File: config.mk
export PLATFORM = sky130hd
export DESIGN_NAME = dcs_top
export DESIGN_NICKNAME = d
export VERILOG_FILES = /design/src/design/dcs_top.v /design/src/design/dcs_disp_chk.v
export VERILOG_INCLUDE_DIRS = /design/src /design/src/design
export SDC_FILE = /design/constraint.sdc
export NUM_CORES = 1
export LEC_CHECK = 0
export ABC_AREA = 0
export BUFFER_PORTS_ARGS = -buffer_cell sky130_fd_sc_hd__buf_2
export CAP_MARGIN = 20
export CORE_MARGIN = 1.5
export CORE_UTILIZATION = 31
export DETAILED_ROUTE_END_ITERATION = 7
export PLACE_DENSITY = 0.55
export SYNTH_ARGS = -nofsm -noshare
export SYNTH_HDL_FRONTEND = slang
export SYNTH_HIERARCHICAL = 1
export SYNTH_SLANG_ARGS = --single-unit
File: constraint.sdc
create_clock -name clk -period 8.9 [get_ports clk]
set_input_delay 0.89 -clock clk [delete_from_list [all_inputs] [get_ports clk]]
set_output_delay 0.89 -clock clk [all_outputs]
set_load 0.05 [all_outputs]
File: src/design/dcs_defs.vh
// constants for the disparity-checking serialiser/deserialiser
// assumes inclusion by dcs_top.v and dcs_disp_chk.v only
// How it works
// running disparity is only ever plus one or minus one, either start allowed
// ten-bit symbol ones minus zeros must be plus two, zero or minus two
// running disparity plus symbol disparity of plus or minus three is an error
// a disparity error raises a link fault so the link is initialised again
// disparity tracking starts at link initialisation and covers every later symbol
// six-bit and four-bit sub-codes are each checked for plus two, zero, minus two
// running disparity is updated and checked after each sub-code
// an illegal sub-code pattern is flagged in the same character slot
// both invalid characters and disparity errors are watched and reported
// transmit character is loaded in parallel and shifted out one bit per bit clock
// next character loads right after the tenth bit, leaving no gap
// receive bits are shifted in on the recovered receive bit clock
// parallel output only for a complete aligned character, once per ten bits
// character boundary found by searching for either seven-bit comma
// fourth bit after comma end starts the next character; counter aligns there
// link initialisation reloads configured disparity and clears error indications; a same-cycle error sets link_fault and adds to the old rx_err_count
`ifndef DCS_DEFS_VH
`define DCS_DEFS_VH

`define DCS_CHAR_W     10
`define DCS_CNT_W      4
`define DCS_LAST_BIT   4'h9
`define DCS_FIRST_BIT  4'h0
`define DCS_COMMA_POS  7'h1f
`define DCS_COMMA_NEG  7'h60
`define DCS_IDLE_CHAR  10'h0fa
`define DCS_RD_NEG     1'b0
`define DCS_RD_POS     1'b1
`define DCS_ERRCNT_W   8
`define DCS_ERRCNT_MAX 8'hff

`endif

File: src/design/dcs_top.v
// serial line-coding block: gap-free serialiser, comma-aligned deserialiser,
// running disparity and code checking
// assumes tx_bit_clk, rx_bit_clk and rx_serial are asynchronous pins, each
// bit clock well below a quarter of clk; link_init comes from logic on clk
`timescale 1ns/100ps
`include "dcs_defs.vh"

module dcs_top (
  clk,
  sys_rst,
  tx_bit_clk,
  tx_char,
  tx_char_valid,
  tx_char_ready,
  tx_serial,
  tx_idle_sent,
  rx_bit_clk,
  rx_serial,
  link_init,
  init_rd_pos,
  rx_char,
  rx_char_valid,
  rx_comma,
  rx_aligned,
  rx_code_err,
  rx_disp_err,
  rx_rd_pos,
  link_fault,
  rx_err_count
);
  input  wire                     clk;
  input  wire                     sys_rst;
  input  wire                     tx_bit_clk;
  input  wire [`DCS_CHAR_W-1:0]   tx_char;
  input  wire                     tx_char_valid;
  output wire                     tx_char_ready;
  output reg                      tx_serial;
  output reg                      tx_idle_sent;
  input  wire                     rx_bit_clk;
  input  wire                     rx_serial;
  input  wire                     link_init;
  input  wire                     init_rd_pos;
  output reg  [`DCS_CHAR_W-1:0]   rx_char;
  output reg                      rx_char_valid;
  output reg                      rx_comma;
  output reg                      rx_aligned;
  output reg                      rx_code_err;
  output reg                      rx_disp_err;
  output reg                      rx_rd_pos;
  output reg                      link_fault;
  output reg  [`DCS_ERRCNT_W-1:0] rx_err_count;

  ////////////////////////////////////////////////////////////////////////////
  // pin synchronisers
  reg [2:0] txc_sync_q;
  reg [2:0] rxc_sync_q;
  reg [1:0] rxd_sync_q;
  wire      tx_edge;
  wire      rx_edge;
  wire      rx_bit;

  always @(posedge clk) begin
    if (sys_rst) begin
      txc_sync_q <= 3'h0;
      rxc_sync_q <= 3'h0;
      rxd_sync_q <= 2'h0;
    end else begin
      txc_sync_q <= {txc_sync_q[1:0], tx_bit_clk};
      rxc_sync_q <= {rxc_sync_q[1:0], rx_bit_clk};
      rxd_sync_q <= {rxd_sync_q[0], rx_serial};
    end
  end

  // edges are taken from the second and third stages only
  assign tx_edge = txc_sync_q[1] & ~txc_sync_q[2];
  assign rx_edge = rxc_sync_q[1] & ~rxc_sync_q[2];
  assign rx_bit  = rxd_sync_q[1];

  ////////////////////////////////////////////////////////////////////////////
  // transmit serialiser
  reg [`DCS_CHAR_W-1:0] tx_sr_q;
  reg [`DCS_CNT_W-1:0]  tx_cnt_q;
  wire                  tx_load;
  wire [`DCS_CHAR_W-1:0] tx_next;

  // load exactly when the tenth bit has gone out
  assign tx_load       = tx_edge && (tx_cnt_q == `DCS_LAST_BIT);
  assign tx_char_ready = tx_load;
  // an idle comma fills the slot when no character is offered
  assign tx_next       = tx_char_valid ? tx_char : `DCS_IDLE_CHAR;

  always @(posedge clk) begin
    if (sys_rst) begin
      tx_sr_q      <= {`DCS_CHAR_W{1'b0}};
      tx_cnt_q     <= `DCS_LAST_BIT;
      tx_serial    <= 1'b0;
      tx_idle_sent <= 1'b0;
    end else begin
      tx_idle_sent <= tx_load & ~tx_char_valid;
      if (tx_load) begin
        tx_serial <= tx_next[`DCS_CHAR_W-1];
        tx_sr_q   <= {tx_next[`DCS_CHAR_W-2:0], 1'b0};
        tx_cnt_q  <= `DCS_FIRST_BIT;
      end else if (tx_edge) begin
        tx_serial <= tx_sr_q[`DCS_CHAR_W-1];
        tx_sr_q   <= {tx_sr_q[`DCS_CHAR_W-2:0], 1'b0};
        tx_cnt_q  <= tx_cnt_q + 4'h1;
      end
    end
  end

  ////////////////////////////////////////////////////////////////////////////
  // receive deserialiser and character alignment
  reg  [`DCS_CHAR_W-1:0] rx_sr_q;
  reg  [`DCS_CNT_W-1:0]  rx_cnt_q;
  wire [`DCS_CHAR_W-1:0] rx_sr_d;
  wire                   comma_hit;
  wire                   rx_full;
  wire                   rx_take;

  assign rx_sr_d   = {rx_sr_q[`DCS_CHAR_W-2:0], rx_bit};
  // comma sits in the first seven bits in, so three more bits have
  // followed it and the next bit starts a new character
  assign comma_hit = (rx_sr_d[9:3] == `DCS_COMMA_POS) ||
                     (rx_sr_d[9:3] == `DCS_COMMA_NEG);
  assign rx_full   = (rx_cnt_q == `DCS_LAST_BIT);
  assign rx_take   = rx_edge && (comma_hit || (rx_aligned && rx_full));

  always @(posedge clk) begin
    if (sys_rst) begin
      rx_sr_q    <= {`DCS_CHAR_W{1'b0}};
      rx_cnt_q   <= `DCS_FIRST_BIT;
      rx_aligned <= 1'b0;
    end else if (rx_edge) begin
      rx_sr_q <= rx_sr_d;
      if (comma_hit || rx_full) begin
        rx_cnt_q <= `DCS_FIRST_BIT;
      end else begin
        rx_cnt_q <= rx_cnt_q + 4'h1;
      end
      if (comma_hit) begin
        rx_aligned <= 1'b1;
      end
    end
  end

  ////////////////////////////////////////////////////////////////////////////
  // disparity tracking and error reporting
  reg  track_q;
  wire chk_rd;
  wire chk_code_err;
  wire chk_disp_err;
  wire check_now;
  wire err_now;

  dcs_disp_chk u_chk (
    .sym      (rx_sr_d),
    .rd_in    (rx_rd_pos),
    .rd_out   (chk_rd),
    .code_err (chk_code_err),
    .disp_err (chk_disp_err)
  );

  assign check_now = rx_take && track_q;
  assign err_now   = check_now && (chk_code_err || chk_disp_err);

  // parallel hand-over of each aligned character
  always @(posedge clk) begin
    if (sys_rst) begin
      rx_char       <= {`DCS_CHAR_W{1'b0}};
      rx_char_valid <= 1'b0;
      rx_comma      <= 1'b0;
    end else begin
      rx_char_valid <= rx_take;
      rx_comma      <= rx_take & comma_hit;
      if (rx_take) begin
        rx_char <= rx_sr_d;
      end
    end
  end

  // running disparity, restarted by each link initialisation
  always @(posedge clk) begin
    if (sys_rst) begin
      track_q   <= 1'b0;
      rx_rd_pos <= `DCS_RD_NEG;
    end else if (link_init) begin
      track_q   <= 1'b1;
      rx_rd_pos <= init_rd_pos;
    end else if (check_now) begin
      rx_rd_pos <= chk_rd;
    end
  end

  // error pulses, sticky fault and saturating count
  always @(posedge clk) begin
    if (sys_rst) begin
      rx_code_err  <= 1'b0;
      rx_disp_err  <= 1'b0;
      link_fault   <= 1'b0;
      rx_err_count <= {`DCS_ERRCNT_W{1'b0}};
    end else begin
      rx_code_err <= check_now & chk_code_err;
      rx_disp_err <= check_now & chk_disp_err;
      // a new error wins over the clear from link_init
      if (err_now) begin
        link_fault <= 1'b1;
      end else if (link_init) begin
        link_fault <= 1'b0;
      end
      if (err_now) begin
        if (rx_err_count != `DCS_ERRCNT_MAX) begin
          rx_err_count <= rx_err_count + 8'h01;
        end
      end else if (link_init) begin
        rx_err_count <= {`DCS_ERRCNT_W{1'b0}};
      end
    end
  end

endmodule // dcs_top

File: src/design/dcs_disp_chk.v
// sub-code and running disparity checker for one ten-bit symbol
// assumes symbol bit 9 is a (first on the wire) and bits 3:0 are fghj
`timescale 1ns/100ps
`include "dcs_defs.vh"

module dcs_disp_chk (
  sym,
  rd_in,
  rd_out,
  code_err,
  disp_err
);
  input  wire [`DCS_CHAR_W-1:0] sym;
  input  wire                   rd_in;
  output reg                    rd_out;
  output wire                   code_err;
  output wire                   disp_err;

  wire [2:0] ones6;
  wire [2:0] ones4;
  wire [3:0] ones10;
  wire       p6;
  wire       n6;
  wire       bad6;
  wire       p4;
  wire       n4;
  wire       bad4;
  wire       bad10;
  reg        rd_mid;

  assign ones6 = {2'h0, sym[9]} + {2'h0, sym[8]} + {2'h0, sym[7]}
               + {2'h0, sym[6]} + {2'h0, sym[5]} + {2'h0, sym[4]};
  assign ones4 = {2'h0, sym[3]} + {2'h0, sym[2]} + {2'h0, sym[1]} + {2'h0, sym[0]};
  assign ones10 = {1'b0, ones6} + {1'b0, ones4};

  // sub-code disparity classes
  assign p6   = (ones6 == 3'h4);
  assign n6   = (ones6 == 3'h2);
  assign bad6 = (ones6 < 3'h2) || (ones6 > 3'h4);
  assign p4   = (ones4 == 3'h3);
  assign n4   = (ones4 == 3'h1);
  assign bad4 = (ones4 == 3'h0) || (ones4 == 3'h4);
  assign bad10 = (ones10 < 4'h4) || (ones10 > 4'h6);

  assign code_err = bad6 | bad4 | bad10;

  // after each sub-code the state is clamped back to plus or minus one
  always @* begin
    rd_mid = rd_in;
    if (p6 || (bad6 && ones6 > 3'h3)) begin
      rd_mid = `DCS_RD_POS;
    end else if (n6 || bad6) begin
      rd_mid = `DCS_RD_NEG;
    end
    rd_out = rd_mid;
    if (p4 || (bad4 && ones4 > 3'h2)) begin
      rd_out = `DCS_RD_POS;
    end else if (n4 || bad4) begin
      rd_out = `DCS_RD_NEG;
    end
  end

  // plus one plus two, or minus one minus two, at either checkpoint
  assign disp_err = (rd_in & p6) | (~rd_in & n6)
                  | (rd_mid & p4) | (~rd_mid & n4);

endmodule // dcs_disp_chk

==> run metrics, run 1 <==
routability cong.=0.773; Synth Net Count=approximately 370; DRC marker count from the first detailed-route iteration=146; unrepaired setup endpoints after global routing=no; DR vias=2446; hold violation count in the final report=0; first-pass GRT wire length=10800 um; postcts setup bufs=0; Synth warnings=6; Resize count post-CTS=0; post-synthesis sequential area ratio=approximately two fifths; Yosys cell types=51; final setup vio count=0; Fmax achieved=226 MHz; WP data arrival=4.64 ns; Starting Density=32.4%; Reg clk slew, reported paths=0.06 ns; total gr overflow=0; Max Slew Vio Count=0; post-DP HPWL=between 4000 and 5000 um; Final period util=49.7%; Area growth, synth to finish=16.0%; routed wire length=6370 um; H-tree depth=3; Netlist Area Pre-Place=3020 sq um; Die Wd=just over 100 um; Util after Layout=37.6%; clock sinks=62; die area=10300 sq um; hold crit path type=register to register; cts hold-fix bufs=0; Power Density=153 nW/um^2; Post-route DRC=0; dominant synthesized flop cell=dfxtp_1; LEAKAGE=1.40 nW; Port Buf Inserts=45; Met2 Routed Length=approximately 2700 um; peak supply drop=0.0000751 V; met1 wire length=3340 um; Crit path largest cell delay=0.56 ns; slowest cell on the critical path=fa_1; 1st-pass router iterations=4; post-synthesis register bit count=62; num rows=35; Cells after Synth=around 340; Fin Hold WS=between 0.4 and 0.5 ns; # IOs=46; largest net degree at the start of global routing=53; setup tns final=0 ns; Critical Path RT=9.12 ns; core area=approximately 9300 sq um; overall routing resource usage=13.4%; layout filler cell count=between 900 and 1000; vias in the first global route=around 2300; asr flop ratio synth=0%; CTS tree=yes; Setup Skew=0.00700 ns; crit-path cells=inv_1, fa_1, fa_1, inv_1, ha_1, inv_1, fa_1, inv_1, fa_1, a21oi_1, o21ai_0, or3_1, o211ai_4, a311oi_4, o22ai_4, o211ai_2; initial antenna violation count=0; Slew @ Worst Pin=0.995 ns; Root Driver=clkbuf_8; nets=413; Setup Crit Path Kind=register to register; Die Y=102 um; slew margin rel.=~34%; Post-synth EDFFs=0; share of cells above drive strength 1=19.6%; Top delay family on crit path=adder cells; WP buf/inv=4; Final Critical Period=4.42 ns; CTS max path bufs=2; Top Metal Used=met4; clock buffer count from CTS=9; Critical Path Start Type=register; Routed Antenna Nets=0; syn_area_per_cell=8.97 sq um; critical path capture point type=register; clk_lat worst skew=0.34 ns; run status=completed; Vias/cell=approximately 4.8; post-DR wirelength/cell=12.5 um; Antenna diodes=0; # Max-Cap Violations=0; met3 routed WL=between 150 and 200 um; Max FO, Critical Path=6
## final timing paths
check        slack, ns              end  depth (start not counted)           from
max               4.48  rx_err_count[3]                         16     rx_sr_q[3]
min               0.44    txc_sync_q[1]                          1  txc_sync_q[0]
max reg2reg       4.48  rx_err_count[3]                         16     rx_sr_q[3]
min reg2reg       0.44    txc_sync_q[1]                          1  txc_sync_q[0]
## placed cells by master, fill, tap and decap left out, drive strengths merged, types with 4 or more instances in the layout
master	netlist	final
nor2b	15	15
ha	12	12
nand4	5	5
a311oi	4	4
mux2i	10	10
nor3	9	9
o21ai	13	13
nor2	33	33
a31oi	5	5
nand3b	11	11
nand2	37	37
nand3	12	12
inv	20	20
o211ai	10	10
buf	8	46
a21oi	22	22
dfxtp	62	62
fa	5	5
clkbuf	8	14
and3	8	8
## synth_stat cells, drive strengths merged (2+ instances only)
library cell | count | area share [%]
a211oi | 3 | 0.75
a21o | 2 | 0.54
a21oi | 22 | 3.6
a311oi | 4 | 1.7
a31oi | 5 | 1.5
and3 | 8 | 1.7
and4bb | 2 | 0.83
buf | 8 | 1.6
clkbuf | 8 | 0.99
dfxtp | 62 | 41
fa | 5 | 3.3
ha | 12 | 5.0
inv | 20 | 2.5
mux2i | 10 | 3.3
nand2 | 37 | 4.7
nand2b | 2 | 0.41
nand3 | 12 | 2.0
nand3b | 11 | 2.7
nand4 | 5 | 1.5
nor2 | 33 | 4.1
nor2b | 15 | 3.1
nor3 | 9 | 1.5
nor3b | 2 | 0.66
nor4 | 3 | 0.62
o211ai | 10 | 3.1
o21ai | 13 | 2.8
o31ai | 2 | 0.50
xor2 | 2 | 0.58
## registers in the layout, summed over array words and instances, names as in the netlist, 2 cells and up
signal        count
rx_sr_q           9
rxd_sync_q        2
tx_cnt_q          4
rx_err_count      8
rx_cnt_q          4
txc_sync_q        3
rxc_sync_q        3
tx_sr_q           9
rx_char          10
## logic make-up (layout without fill, tap and decap cells)
logic type | after synthesis | after routing | share of synthesized area, %
buf+inv | 36 | 81 | 5.05
fa+ha+maj | 17 | 17 | 8.28
flops | 62 | 62 | 41.1
simple gates | 142 | 142 | 24.7
mux | 10 | 10 | 3.31
xor+xnor | 3 | 3 | 0.870
compound gates | 67 | 67 | 16.7
## power breakdown
part	leakage [nW]	switching (W)	internal (W)
Clock	0.0865	0.000101	0.000115
Sequential	0.503	0.00000417	0.000283
Combinational	0.807	0.0000227	0.0000120
## per-stage QoR
stage	power (W)	setup slack [ns]	cell area, sq um	cells
floorplan	0.000319	4.79	3020	337
global placement	0.000328	4.62	3340	496
detailed placement	0.000329	4.45	3340	496
CTS	0.000547	4.46	3510	511
global route	0.000563	4.23	3510	511
finish	0.000538	4.48	3510	511
## final cells by class
| type | instances | area, sq um | area share, % |
|---|---|---|---|
| Clock buffer | 14 | 163 | 4.64 |
| Clock inverter | 1 | 5.00 | 0.143 |
| Inverter | 20 | 75.1 | 2.14 |
| Multi-Input combinational cell | 239 | 1630 | 46.4 |
| Sequential cell | 62 | 1240 | 35.4 |
| Tap cell | 129 | 161 | 4.60 |
| Timing Repair Buffer | 46 | 233 | 6.64 |
## per-layer routing
| metal | vias to the layer above | track usage [%] |
|---|---|---|
| met2 | 37 | 19.4 |
| met5 | - | 0 |
| met1 | 1143 | 18.5 |
| met4 | 0 | 6.73 |
| met3 | 11 | 3.04 |
| li1 | 1255 | - |
Note: power is estimated with default switching activity, not from simulation.
==> run 2, diff against run 1 <==
Settings changed: ABC_AREA 0 to 1.
Clock period 8.9 ns to 4.4 ns, I/O delays scaled along.
==> run 2 against run 1 <==
Net effect: synthesized cell count rose by 16%; non-clock buffer count down 1; sequential share of layout area fell by 0.42 points; wire length is 0.42% lower; cell count rose by 11%; total power grew 130%; register-to-register slack lost 4.1 ns; cell area is 1.2% higher; maximum frequency is 9.4% higher; critical endpoint unchanged; die area rose by 0.12%; worst setup slack lost 4.1 ns; critical path type unchanged; worst hold slack lost 0.14 ns.
==> run metrics, run 2 <==
top cell type's share of synthesized area=41.0%; Final Critical Period=4.04 ns; DRC marker count from the first detailed-route iteration=roughly 100; Cells after Synth=392; Area growth, synth to finish=17.3%; Power Density=346 nW/um^2; initial antenna violation count=0; cell area after layout=3550 sq um; Starting Density=32.3%; first-pass GRT wire length=10800 um; area post-placement=3340 sq um; final setup vio count=0; Reg-to-Reg Start=rx_sr_q[3]; most common cell after layout, fill and taps aside=nand2_1; nets=between 400 and 500; Top reg by flops=rx_char; Reg clk slew, reported paths=0.07 ns; R2R Path End=rx_err_count[3]; Util after Layout=between 30% and 40%; Finished Layout Cells=569; Vias/cell=4.58; Fmax achieved=247 MHz; CTS tree=yes; dominant synthesized flop cell=dfxtp_1; Largest regs=rx_char x10, rx_sr_q x9, tx_sr_q x9; syn_area_per_cell=7.72 sq um; postcts setup bufs=0; vias in the first global route=2419; Final period util=between 90% and 100%; layout filler cell count=1029; Max Slew Vio Count=0; slowest cell on the critical path=fa_1; die area=10400 sq um; Slew @ Worst Pin=0.744 ns; Setup Skew=0.00780 ns; total gr overflow=0; CTS max path bufs=2; synth top area cells=dfxtp_1, nand2_1, nor2_1, inv_1, o21ai_0; Setup Crit Path Kind=register to register; flop-to-flop setup slack=around 0.36 ns; biggest area consumer among synthesized cells=dfxtp_1; most frequent cells in the layout=nand2_1, dfxtp_1, nor2_1, inv_1, buf_2; post-DP HPWL=~4500 um; setup tns final=0 ns; unrepaired setup endpoints after global routing=no; cts hold-fix bufs=0; LEAKAGE=1.58 nW; Port Buf Inserts=45; post-synthesis register bit count=62; overall routing resource usage=roughly an eighth; clock buffer count from CTS=9; WP data arrival=roughly 4.3 ns; asr flop ratio synth=0%; 1st-pass router iterations=5; Critical Path Start Type=register; # placed instances=554; hold path depth=3; Post-route DRC=0; Antenna diodes=0; Critical Path RT=4.63 ns; peak supply drop=0.000152 V; Synth warnings=6; hold violation count in the final report=0; Routed Antenna Nets=0; Post-synth top cells=nand2_1, dfxtp_1, nor2_1; run status=completed; Die Wd=102 um; num rows=35; Yosys cell types=40; Die Y=102 um; Largest register FFs=10; Resize count post-CTS=0; Post-synth EDFFs=0; hold_sp=tx_bit_clk; hold endpoint=txc_sync_q[0]; critical path capture point type=register; # Max-Cap Violations=0; H-tree depth=3; clk_lat worst skew=about 0.33 ns; R2R cell count=20; most common cell in the netlist=nand2_1; crit-path cells=inv_1, fa_1, fa_1, inv_1, ha_1, inv_1, fa_1, inv_2, fa_1, nand2_1, o21ai_0, nor2_1, nand3_1, inv_1, a21oi_4, nand4_4, nand2_2, nand2_1, nand2_1, nor2_1; Crit path largest cell delay=0.55 ns; slew margin rel.=50.4%; hold crit path type=primary input to register; # IOs=46; post-DR wirelength/cell=11.1 um; post-synthesis sequential area ratio=41.0%; largest net degree at the start of global routing=40; Netlist Area Pre-Place=3030 sq um; routability cong.=0.796; FF/Latch Area=approximately 1200 sq um; Max FO, Critical Path=9; Synth Net Count=427; core area=9370 sq um; clock sinks=62; share of cells above drive strength 1=18.2%; DR vias=approximately 2600; Design Power=0.00123 W; routed wire length=6340 um; area of the multi-input gates=roughly 1500 sq um; Root Driver=clkbuf_8
## run 2: cell count changes in the layout (fill, tap and decap cells not counted), moves of 9 or more
cell and delta:
nand2_1 +33, inv_1 +30, o21ai_0 +24, nor2_1 +23, nor2b_1 -15, mux2i_1 -10
nand3b_1 -9
## run 2: worst max path at each step
stage | slack, ns | to | from
6_report | 0.36 | rx_err_count[3] | rx_sr_q[3]
5_1_grt | 0.09 | rx_err_count[3] | rx_sr_q[3]
4_1_cts | 0.34 | rx_err_count[3] | rx_sr_q[3]
3_5_place_dp | 0.35 | rx_err_count[3] | rx_sr_q[3]
3_3_place_gp | 0.41 | rx_err_count[3] | rx_sr_q[3]
2_1_floorplan | 0.62 | rx_err_count[3] | rx_sr_q[3]
## run 2: worst max-delay path: cells and delay by family (launching register included)
kind	cells	cell delay, ns
adder cells (fa/ha/maj)	5	2.14
AND/OR/NAND/NOR	8	0.68
flip-flops	1	0.41
AO/OA/AOI/OAI	2	0.35
buffers and inverters	5	0.34
## run 2: cell type report
type	count	area share (%)
Clock buffer	13	4.76
Clock inverter	2	1.09
Inverter	53	5.61
Multi-Input combinational cell	265	42.7
Sequential cell	62	35.0
Tap cell	129	4.55
Timing Repair Buffer	45	6.35
## run 2: logic make-up after synthesis
group	Yosys count	share of synthesized area (%)
DFF	62	41.0
adders and majority gates	17	8.27
AOI/OAI and AO/OA	66	12.4
buffers and inverters	65	8.93
and+or+nand+nor	176	27.6
xor gates and xnor gates	6	1.74
## run 2: report_power, final
group          total [W]  internal (W)  switching, W
Combinational   0.000116     0.0000401     0.0000764
Sequential      0.000589      0.000576     0.0000124
Clock           0.000524      0.000307      0.000217
## run 2: through the flow
step                      hold WS, ns  setup slack [ns]
after floorplan                 0.388             0.618
after global placement          0.390             0.405
after detailed placement        0.398             0.347
after CTS                       0.288             0.342
after global routing            0.298            0.0925
final                           0.303             0.356
## run 2: metal layers
layer | global-route usage [%] | up-vias | share of wire, %
li1 | - | 1360 | -
met1 | 16.8 | 1181 | 49
met2 | 21.3 | 54 | 45
met3 | 3.93 | 9 | 5.0
met4 | 5.13 | 0 | 1.8
met5 | 0 | - | 0
==> run 3, diff against run 2 <==
Settings changed: CELL_PAD_IN_SITES_DETAIL_PLACEMENT set to 1, CELL_PAD_IN_SITES_GLOBAL_PLACEMENT set to 2, PLACE_DENSITY 0.55 to 0.82, RECOVER_POWER set to 25, SLEW_MARGIN set to 10.
==> run 3 against run 2 <==
Net effect: first-iteration DRC count shrank 41%; total power down 4.1%; clock-buffer cell count is 3 lower; clock power is 10% lower; largest cell class unchanged; largest power group unchanged.
==> run metrics, run 3 (synthesis results as in run 2) <==
run status=completed; Vias/cell=4.74; first-pass GRT wire length=12700 um; Die Y=between 100 and 150 um; WP data arrival=around 4.3 ns; hold_sp=rx_serial; CTS max path bufs=2; die area=around 10000 sq um; final setup vio count=0; clock sinks=62; Port Buf Inserts=45; Setup Slack @ Placement=0.219 ns; Critical Path RT=4.67 ns; 1st-pass router iterations=4; Power Density=335 nW/um^2; Top reg by flops=rx_char; Top delay family on crit path=adder cells; Resize count post-CTS=0; Setup Crit Path Kind=register to register; critical path capture point type=register; WP buf/inv=6; Starting Density=32.3%; most common cell after layout, fill and taps aside=nand2_1; Antenna diodes=0; largest net degree at the start of global routing=40; Critical Path Start Type=register; crit-path cells=inv_1, fa_1, fa_1, inv_1, ha_1, inv_1, fa_1, inv_2, fa_1, nand2_1, o21ai_0, nor2_1, nand3_1, inv_1, a21oi_4, nand4_4, inv_2, nand2_1, a21oi_1; Reg clk slew, reported paths=roughly 0.08 ns; Final period util=92.4%; Fmax achieved=246 MHz; Max FO, Critical Path=9; peak supply drop=0.000139 V; clock buffer count from CTS=9; flop-to-flop setup slack=0.33 ns; CTS tree=yes; hold path depth=3; routability cong.=roughly 0.8; H-tree depth=3; nets=473; clk_lat worst skew=0.35 ns; core area=9370 sq um; Max Slew Vio Count=0; slowest cell on the critical path=fa_1; # IOs=46; Largest regs=rx_char x10, rx_sr_q x9, tx_sr_q x9; slew margin rel.=between 50% and 60%; Root Driver=clkbuf_8; vias in the first global route=2769; hold violation count in the final report=0; overall routing resource usage=15.7%; most frequent cells in the layout=nand2_1, dfxtp_1, nor2_1, inv_1, buf_2; Routed Antenna Nets=0; hold crit path type=primary input to register; LEAKAGE=roughly 1.5 nW; R2R cell count=19; post-DR wirelength/cell=12.7 um; Largest register FFs=10; Final Critical Period=4.07 ns; # Max-Cap Violations=0; cts hold-fix bufs=0; Post-route DRC=0; Setup Skew=between 0.009 and 0.01 ns; routed wire length=7280 um; Util after Layout=approximately 38%; fin worst setup slack=~0.33 ns; total gr overflow=0; DR vias=2710; hold endpoint=rxd_sync_q[0]; num rows=35; unrepaired setup endpoints after global routing=no; initial antenna violation count=0; R2R Path End=rx_err_count[7]; setup tns final=0 ns; post-DP HPWL=5320 um; share of cells above drive strength 1=16.5%; Die Wd=102 um; Slew @ Worst Pin=0.736 ns; Area growth, synth to finish=16.3%; Reg-to-Reg Start=rx_sr_q[3]; DRC marker count from the first detailed-route iteration=60; Crit path largest cell delay=0.56 ns
run 3: worst reg2reg max path: cells and delay by family (launching register included):
kind                     cells  cell delay [ns]
adder cells (fa/ha/maj)      5             2.20
buffers and inverters        6             0.49
AO/OA/AOI/OAI                3             0.45
AND/OR/NAND/NOR              5             0.44
flip-flops                   1             0.43
run 3: repair_timing:
action	CTS	global route
endpoints found under the setup margin	0	4
endpoints found under the hold margin	0	0
setup buffers	0	2
run 3: cell type report:
cell class	count	area, sq um
Clock buffer	10	138
Clock inverter	6	46.3
Fill cell	1203	5850
Inverter	53	199
Multi-Input combinational cell	265	1510
Sequential cell	62	1240
Tap cell	129	161
Timing Repair Buffer	47	228
run 3: worst max path at each step:
| stage | from | to | slack (ns) | depth (start not counted) |
|---|---|---|---|---|
| CTS | rx_sr_q[3] | rx_err_count[7] | 0.20 | 19 |
| floorplan | rx_sr_q[3] | rx_err_count[3] | 0.62 | 20 |
| global route | rx_sr_q[3] | rx_err_count[7] | 0.03 | 19 |
| detailed placement | rx_sr_q[3] | rx_err_count[7] | 0.22 | 19 |
| global placement | rx_sr_q[3] | rx_err_count[3] | 0.40 | 20 |
| finish | rx_sr_q[3] | rx_err_count[7] | 0.33 | 19 |
run 3: routing by layer:
layer	GRT usage [%]	part of all wire, %	up-vias
li1	-	-	1360
met1	19.0	46	1307
met2	27.2	49	34
met3	4.14	2.9	9
met4	5.13	1.3	0
met5	0	0	-
run 3: stage by stage:
stage               hold slack (ns)  std cells  cell area [sq um]  total power (W)
floorplan                     0.388        392               3030         0.000690
global placement              0.391        554               3340         0.000719
detailed placement            0.400        554               3340         0.000724
CTS                           0.273        570               3520          0.00120
global route                  0.270        572               3520          0.00124
finish                        0.289        572               3520          0.00118
run 3: where the power goes:
part	internal, W	switching [W]
clock	0.000221	0.000248
sequential	0.000576	0.0000133
combinational	0.0000417	0.0000784
total	0.000839	0.000340
